--- src/logic/hpp_regs.svh ---
// Operation
// - standby request held high puts the device in standby.
// - light sleep request held high puts the device in nap.
// - bus driven with output register only after chip select and read fall.
// - offset word captured on the write strobe falling edge.
// - offset write only counts while chip select is asserted.
// - busy goes low after conversion start falls, stays low throughout.
// - variant 1: busy rises once result sits in output register.
// - variant 2: busy rises as soon as conversion completes.
// - variant 2: result latched at next conversion start falling edge.
// - data bus twelve bits, bit 11 most significant.
// - chip select, read and write steer the three-state data lines.
// - conversion begins on conversion start falling edge.
// - reset clears state machine, conversion and offset register.
// - thirteenth output bit flags overrange results.
`ifndef HPP_REGS_SVH
`define HPP_REGS_SVH
`define HPP_DATA_W      12
`define HPP_DATA_MSB    11
`define HPP_OFFSET_RST  12'h000
`define HPP_RESULT_RST  13'h0000
`define HPP_TCONV_NS    300
`define HPP_MCLK_MHZ    40
`define HPP_CONV_CYCLES ((`HPP_TCONV_NS * `HPP_MCLK_MHZ) / 1000)
`define HPP_FIFO_DEPTH  4
`endif

--- src/logic/hpp_pkg.sv ---
package hpp_pkg;
  typedef struct packed {
    logic        overrange;
    logic [11:0] data;
  } hpp_result_t;

  typedef struct packed {
    logic cs_n;
    logic rd_n;
    logic write;
  } hpp_bus_ctl_t;

  typedef enum logic [1:0] {
    HPP_IDLE  = 2'b00,
    HPP_CONV  = 2'b01,
    HPP_PUSH  = 2'b10,
    HPP_LATCH = 2'b11
  } hpp_state_t;
endpackage

--- src/logic/hpp_host_port.sv ---
`timescale 1ns/1ps
`include "hpp_regs.svh"
module hpp_host_port import hpp_pkg::*; #(
  parameter int CONV_CYCLES = `HPP_CONV_CYCLES,
  parameter int FIFO_DEPTH  = `HPP_FIFO_DEPTH
) (
  input  wire logic                   mclk,
  input  wire logic                   reset_n,
  input  wire logic                   clk_en,
  input  wire logic                   conversion_start_n,
  input  wire hpp_bus_ctl_t           bus_ctl,
  input  wire logic [`HPP_DATA_MSB:0] result_data_bus_in,
  output logic [`HPP_DATA_MSB:0]      result_data_bus_out,
  output logic                        result_data_bus_oe,
  output logic                        overrange_bit,
  output logic                        overrange_bit_oe,
  output logic                        busy_n,
  input  wire logic                   interface_variant_sel_a,
  input  wire logic                   interface_variant_sel_b,
  input  wire logic                   standby_request,
  input  wire logic                   light_sleep_request,
  output logic                        standby_active,
  output logic                        nap_active,
  input  wire hpp_result_t            core_result,
  output logic                        core_sample,
  output logic [`HPP_DATA_MSB:0]      offset_word
);
  localparam int CW = $clog2(CONV_CYCLES + 1);

  // one packed struct holds every flop; next_s is its copy
  typedef struct packed {
    hpp_state_t               st;
    logic [CW-1:0]            cnt;
    logic                     conversion_start_n_q;
    logic                     write_q;
    logic                     busy_n;
    logic                     sample;
    logic                     standby;
    logic                     nap;
    hpp_result_t              out_reg;
    logic [`HPP_DATA_MSB:0]   offset;
  } hpp_core_t;

  // busy idles high and both edge detectors sit at idle pin levels
  localparam hpp_core_t RESET_STATE = '{
    st:       HPP_IDLE,
    cnt:      '0,
    conversion_start_n_q: 1'b1,
    write_q:  1'b0,
    busy_n:   1'b1,
    sample:   1'b0,
    standby:  1'b0,
    nap:      1'b0,
    out_reg:  `HPP_RESULT_RST,
    offset:   `HPP_OFFSET_RST
  };

  hpp_core_t   s;
  hpp_core_t   next_s;
  logic        variant2;
  logic        conv_fall;
  logic        write_fall;
  logic        fifo_in_valid;
  logic        fifo_in_ready;
  logic        fifo_out_valid;
  logic        fifo_out_ready;
  hpp_result_t fifo_out_data;

  logic        power_down;
  logic        start_ok;
  logic        conv_last;
  logic        push_ok;
  logic        pop;
  logic        write_take;
  logic        read_sel;

  // sel_a alone or neither selects variant 1; sel_b selects variant 2
  // both selects decoded so every pin pattern has a defined meaning
  always_comb begin
    case ({interface_variant_sel_a, interface_variant_sel_b})
      2'h1:    variant2 = 1'b1;
      2'h3:    variant2 = 1'b1;
      default: variant2 = 1'b0;
    endcase
  end

  // start on falling edge
  // conversion_start_n_q resets high, so a start held low through reset counts as a fall on the first enabled clock
  assign conv_fall = s.conversion_start_n_q & ~conversion_start_n;

  // powered-down starts are dropped, not queued for later
  assign power_down = standby_request | light_sleep_request;
  assign start_ok   = conv_fall & ~power_down;
  // counter ends one short; the push cycle closes the conversion
  assign conv_last  = (s.cnt == CW'(CONV_CYCLES - 1));

  // latch on write falling edge
  // write_q resets low, so a strobe high through reset still has to fall once
  assign write_fall = s.write_q & ~bus_ctl.write;

  // write needs chip select; tied-low select works too
  assign write_take = write_fall & ~bus_ctl.cs_n;

  // fifo handshakes qualified once here
  assign fifo_in_valid = (s.st == HPP_PUSH);
  assign push_ok       = fifo_in_valid & fifo_in_ready;

  // variant 2 drains only on the next start edge
  // a refused start still drains, so a powered-down host can collect its result
  assign fifo_out_ready = variant2 ? conv_fall : 1'b1;
  assign pop            = fifo_out_valid & fifo_out_ready;

  // results wait here between end of conversion and output register load
  hpp_fifo #(
    .WIDTH ($bits(hpp_result_t)),
    .DEPTH (FIFO_DEPTH)
  ) u_fifo (
    .mclk      (mclk),
    .reset_n   (reset_n),
    .clk_en    (clk_en),
    .in_valid  (fifo_in_valid),
    .in_ready  (fifo_in_ready),
    .in_data   (core_result),
    .out_valid (fifo_out_valid),
    .out_ready (fifo_out_ready),
    .out_data  (fifo_out_data)
  );

  always_comb begin
    next_s          = s;
    next_s.conversion_start_n_q = conversion_start_n;
    next_s.write_q  = bus_ctl.write;
    next_s.sample   = 1'b0;
    next_s.standby  = standby_request;
    next_s.nap      = light_sleep_request;

    if (write_take) begin
      next_s.offset = result_data_bus_in;
    end

    // output register moves only on a pop
    if (pop) begin
      next_s.out_reg = fifo_out_data;
    end

    case (s.st)
      HPP_IDLE: begin
        // starts refused while powered down; a running conversion still ends
        if (start_ok) begin
          next_s.st     = HPP_CONV;
          next_s.cnt    = '0;
          next_s.busy_n = 1'b0;
          next_s.sample = 1'b1;
        end
      end
      HPP_CONV: begin
        // the core converts while this counter runs
        if (conv_last) begin
          next_s.st = HPP_PUSH;
        end else begin
          next_s.cnt = s.cnt + 1'b1;
        end
      end
      HPP_PUSH: begin
        // full buffer holds busy low until the host drains it
        if (push_ok) begin
          if (variant2) begin
            next_s.st     = HPP_IDLE;
            next_s.busy_n = 1'b1;
          end else begin
            next_s.st = HPP_LATCH;
          end
        end
      end
      HPP_LATCH: begin
        // busy up with the output register load
        if (fifo_out_valid) begin
          next_s.st     = HPP_IDLE;
          next_s.busy_n = 1'b1;
        end
      end
      default: begin
        // an unreachable code falls back to the full reset state, clearing offset and output register
        next_s = RESET_STATE;
      end
    endcase
  end

  // clk_en low freezes the edge detectors too, so a slow fall is seen once
  always_ff @(posedge mclk) begin
    if (!reset_n) begin
      s <= RESET_STATE;
    end else if (clk_en) begin
      s <= next_s;
    end
  end

  // drive once select and read are low
  // released when either is high; never while writing
  assign read_sel            = ~bus_ctl.cs_n & ~bus_ctl.rd_n;
  assign result_data_bus_oe  = reset_n & read_sel & ~bus_ctl.write;
  // bit 11 is the most significant
  assign result_data_bus_out = s.out_reg.data;
  // overrange as a thirteenth data bit
  assign overrange_bit       = s.out_reg.overrange;
  assign overrange_bit_oe    = result_data_bus_oe;

  // busy leaves a flop so the host never sees a decode glitch
  assign busy_n              = s.busy_n;
  // one-clock pulse tells the core to hold its sample
  assign core_sample         = s.sample;
  // power outputs lag their requests by one clock
  assign standby_active      = s.standby;
  assign nap_active          = s.nap;
  assign offset_word         = s.offset;
endmodule

--- src/logic/hpp_fifo.sv ---
`timescale 1ns/1ps
module hpp_fifo #(
  parameter int WIDTH = 13,
  parameter int DEPTH = 4
) (
  input  wire logic             mclk,
  input  wire logic             reset_n,
  input  wire logic             clk_en,
  input  wire logic             in_valid,
  output logic                  in_ready,
  input  wire logic [WIDTH-1:0] in_data,
  output logic                  out_valid,
  input  wire logic             out_ready,
  output logic [WIDTH-1:0]      out_data
);
  localparam int AW = (DEPTH > 1) ? $clog2(DEPTH) : 1;
  localparam int CW = $clog2(DEPTH + 1);

  typedef struct packed {
    logic [DEPTH-1:0][WIDTH-1:0] mem;
    logic [AW-1:0]               wr_ptr;
    logic [AW-1:0]               rd_ptr;
    logic [CW-1:0]               count;
  } hpp_fifo_state_t;

  hpp_fifo_state_t s;
  hpp_fifo_state_t next_s;
  logic            push;
  logic            pop;

  assign in_ready  = (s.count != CW'(DEPTH));
  assign out_valid = (s.count != '0);
  assign out_data  = s.mem[s.rd_ptr];
  assign push      = in_valid & in_ready;
  assign pop       = out_valid & out_ready;

  always_comb begin
    next_s = s;
    if (push) begin
      next_s.mem[s.wr_ptr] = in_data;
      next_s.wr_ptr = (s.wr_ptr == AW'(DEPTH - 1)) ? '0 : s.wr_ptr + 1'b1;
    end
    if (pop) begin
      next_s.rd_ptr = (s.rd_ptr == AW'(DEPTH - 1)) ? '0 : s.rd_ptr + 1'b1;
    end
    case ({push, pop})
      2'b10:   next_s.count = s.count + 1'b1;
      2'b01:   next_s.count = s.count - 1'b1;
      default: next_s.count = s.count;
    endcase
  end

  always_ff @(posedge mclk) begin
    if (!reset_n) begin
      s <= '0;
    end else if (clk_en) begin
      s <= next_s;
    end
  end
endmodule

--- config.mk ---
export PLATFORM = sky130hd
export DESIGN_NAME = hpp_host_port
export DESIGN_NICKNAME = d
export VERILOG_FILES = /design/src/logic/hpp_pkg.sv /design/src/logic/hpp_host_port.sv /design/src/logic/hpp_fifo.sv
export VERILOG_INCLUDE_DIRS = /design/src /design/src/logic
export SDC_FILE = /design/constraint.sdc
export NUM_CORES = 1
export LEC_CHECK = 0
export BUFFER_PORTS_ARGS = -buffer_cell sky130_fd_sc_hd__clkbuf_2
export CORE_MARGIN = 2
export CORE_UTILIZATION = 50
export CTS_CLUSTER_DIAMETER = 150
export CTS_CLUSTER_SIZE = 12
export DETAILED_ROUTE_END_ITERATION = 6
export GPL_TIMING_DRIVEN = 0
export PLACE_DENSITY = 0.71
export SLEW_MARGIN = 15
export SYNTH_ARGS = -nofsm -noshare
export SYNTH_HDL_FRONTEND = slang
export SYNTH_SLANG_ARGS = --single-unit
--- constraint.sdc ---
create_clock -name mclk -period 5.4 [get_ports mclk]
set_input_delay 1.08 -clock mclk [delete_from_list [all_inputs] [get_ports mclk]]
set_output_delay 1.08 -clock mclk [all_outputs]
set_load 0.02 [all_outputs]
==> metrics <==
status=finished clean; Post-DRT Antenna Nets=0; Avg WL per Cell=roughly 14 um; via count=3034; cts hold-fix bufs=0; CP max stage delay=340 ps; fill count=774; minimum clock period=3000 ps; final max-slew violation count=0; CP Cell Sequence=clkbuf_2 > nor4b_1 > buf_4 > clkbuf_2; pwr/cell area=235 nW/um^2; Final Util=0.591; Setup TNS=0 ps; io pins=67; Max clock buf depth=2; Area growth syn-to-layout=14.0%; ys flop type=dfxtp_1; crit-path most repeated cell=clkbuf_2; Static Leak=2.39 nW; switching power=0.304 mW; startpoint types=input port; EDFF count, synth=0; diode count=0; Comb power frac=0.051; CP startpoint=reset_n; Initial Utilization=0.518; critical path class=in -> out; unrepaired setup endpoints after global routing=no; Synth warnings=0; CTS H-tree depth=3; Least-Margin Pin Slew=620 ps; maximum VDD drop=0.140 mV; Worst Setup End Kind=output pin; Core Region=8810 um^2; ys async rst share=0; setup violators final=0; clock latency on the worst-skew pair=360 ps; CP Data Arrival Time=approximately 1900 ps; Pre-antenna DRT Iters=4; vias in the first global route=2854; Internal Dissipation=roughly 0.9 mW; slowest library cell on the worst path=nor4b_1; TritonCTS Buffers=9; Post-Syn Nets=456; CP required=between 4000 and 5000 ps; Seq cells post-synth=96; share of cells above drive strength 1=0.287; fmax=around 0.33 GHz; DRC viols=0; sequential-to-total area share from yosys stat=0.421; CTS Root Cell=clkbuf_8; Post-CTS Setup Bufs=0; DP HPWL=6110 um; Avg Inst Size Synth=11.1 um^2; Post-Syn Area=4560 um^2; crit-path max FO=10; largest net degree at the start of global routing=19; global-route wire length before repair=14300 um; R2R Path Start=u_fifo.s[0]; Chip Height=99.5 um; total track usage=0.183; grt ovf=0; switch share=0.249; Final Hold Fails=0; sequential share of power=0.584; Tcrit/Tclk final=0.556; Max Cap Viol=0; Clk pwr share=0.365; DIE WIDTH=99.5 um; initial antenna violation count=0; hold wc startpoint=offset_word[9]; Die ar.=9910 um^2; Worst Hold Class=reg -> reg; DR iter-0 viols=90; Worst slew margin=0.586; row count=34; CTS clock-pin slew for the worst setup and hold paths=~90 ps; synth unique cells=46; gpl congestion=roughly 0.73; # nets final=531; Post-CTS Resized=0; clk_skew=between 10 and 15 ps; vias per std cell=between 5 and 6; Clock Sinks=96; CTS tree=yes; Post-Syn Instances=412; final WL=8610 um; port bufs=64
[power groups by stage]
stage | Combinational (mW) | Sequential [mW] | Clock [mW]
final | 0.0624 | 0.713 | 0.445
after global routing | 0.0687 | 0.713 | 0.488
after CTS | 0.0632 | 0.713 | 0.459
after detailed placement | 0.0629 | 0.729 | 0
after global placement | 0.0623 | 0.729 | 0
after floorplan | 0.0318 | 0.730 | 0
[final cells by class]
| class | count | area (um^2) | share of cell area |
|---|---|---|---|
| clock buffers | 9 | 124 | 0.0238 |
| inverters | 3 | 11.3 | 0.00216 |
| flip-flops and latches | 96 | 1920 | 0.369 |
| multi-input cells | 264 | 2250 | 0.432 |
| plain buffers | 49 | 380 | 0.0731 |
| well taps | 108 | 135 | 0.0260 |
| repair buffers | 64 | 320 | 0.0616 |
| clock inverters | 7 | 60.1 | 0.0115 |
[cell families (layout without fill, tap and decap cells)]
kind of cell	after synthesis	after routing	share of synthesized area
xor gates and xnor gates	5	5	0.00960
muxes	87	87	0.227
and+or+nand+nor	137	137	0.186
AOI/OAI and AO/OA	27	27	0.0469
adders and majority gates	8	8	0.0236
buffers and inverters	52	132	0.0858
DFF	96	96	0.421
[sequential cells by signal (all words and copies together) (netlist names)]
name,cells
u_fifo.s,59
result_data_bus_out,12
core_sample,1
overrange_bit,1
standby_active,1
nap_active,1
s,8
offset_word,12
busy_n,1
[cells in the final DEF (no fill, tap or decap), types with 4 or more instances in the layout]
master	count
nor2_1	4
buf_12	4
nor2b_1	73
buf_4	27
clkbuf_2	65
clkbuf_1	11
mux2i_1	73
nand2_1	33
mux4_2	13
a21boi_0	13
clkbuf_8	9
nand3_4	4
nand3_1	4
xor2_1	4
dfxtp_1	96
ha_1	7
[worst max-delay path, delay by kind of cell]
kind / cells / cell delay (ps)
and+or+nand+nor: 1 / 340
buffers and inverters: 3 / 500
[stage by stage]
| step | hold WS (ps) | setup slack [ps] | std cells | total power, mW | area (um^2) |
|---|---|---|---|---|---|
| finish | 465 | 2400 | 600 | 1.22 | 5200 |
| global placement | 451 | 2420 | 584 | 0.791 | 5020 |
| CTS | 470 | 2400 | 600 | 1.23 | 5200 |
| floorplan | 444 | 2000 | 412 | 0.762 | 4560 |
| detailed placement | 457 | 2400 | 584 | 0.792 | 5020 |
| global route | 494 | 2320 | 600 | 1.27 | 5200 |
[path summary, 6_finish.rpt]
check | slack (ps) | cells after the start | to
worst min-delay path | 470 | 2 | offset_word[9]
worst max register to register | 3280 | 9 | u_fifo.s[2]
worst max-delay path | 2400 | 4 | result_data_bus_oe
worst min register to register | 470 | 2 | offset_word[9]
[cell usage after synthesis, types with 2 or more instances]
| cell type | instances | share of area |
|---|---|---|
| a21boi_0 | 13 | 0.021 |
| a21boi_1 | 3 | 0.0049 |
| a21oi_1 | 3 | 0.0033 |
| and2_1 | 2 | 0.0027 |
| and3b_1 | 2 | 0.0038 |
| buf_12 | 4 | 0.018 |
| buf_2 | 2 | 0.0022 |
| buf_4 | 27 | 0.044 |
| buf_6 | 3 | 0.0074 |
| clkbuf_1 | 11 | 0.0090 |
| dfxtp_1 | 96 | 0.42 |
| ha_1 | 7 | 0.019 |
| inv_1 | 2 | 0.0016 |
| mux2i_1 | 73 | 0.16 |
| mux4_2 | 13 | 0.064 |
| nand2_1 | 33 | 0.027 |
| nand3_1 | 4 | 0.0044 |
| nand3_4 | 4 | 0.015 |
| nand3b_1 | 2 | 0.0033 |
| nor2_1 | 4 | 0.0033 |
| nor2b_1 | 73 | 0.10 |
| nor3b_1 | 2 | 0.0033 |
| o21ai_0 | 2 | 0.0022 |
| or3_1 | 2 | 0.0027 |
| xor2_1 | 4 | 0.0077 |
[layer usage]
layer | global-route usage | share of wire | up-vias
li1 | - | - | 1535
met1 | 0.252 | 0.49 | 1432
met2 | 0.294 | 0.46 | 55
met3 | 0.0267 | 0.027 | 12
met4 | 0.0685 | 0.018 | 0
met5 | 0 | 0 | -
No activity file was read; power rests on OpenSTA's default activity.
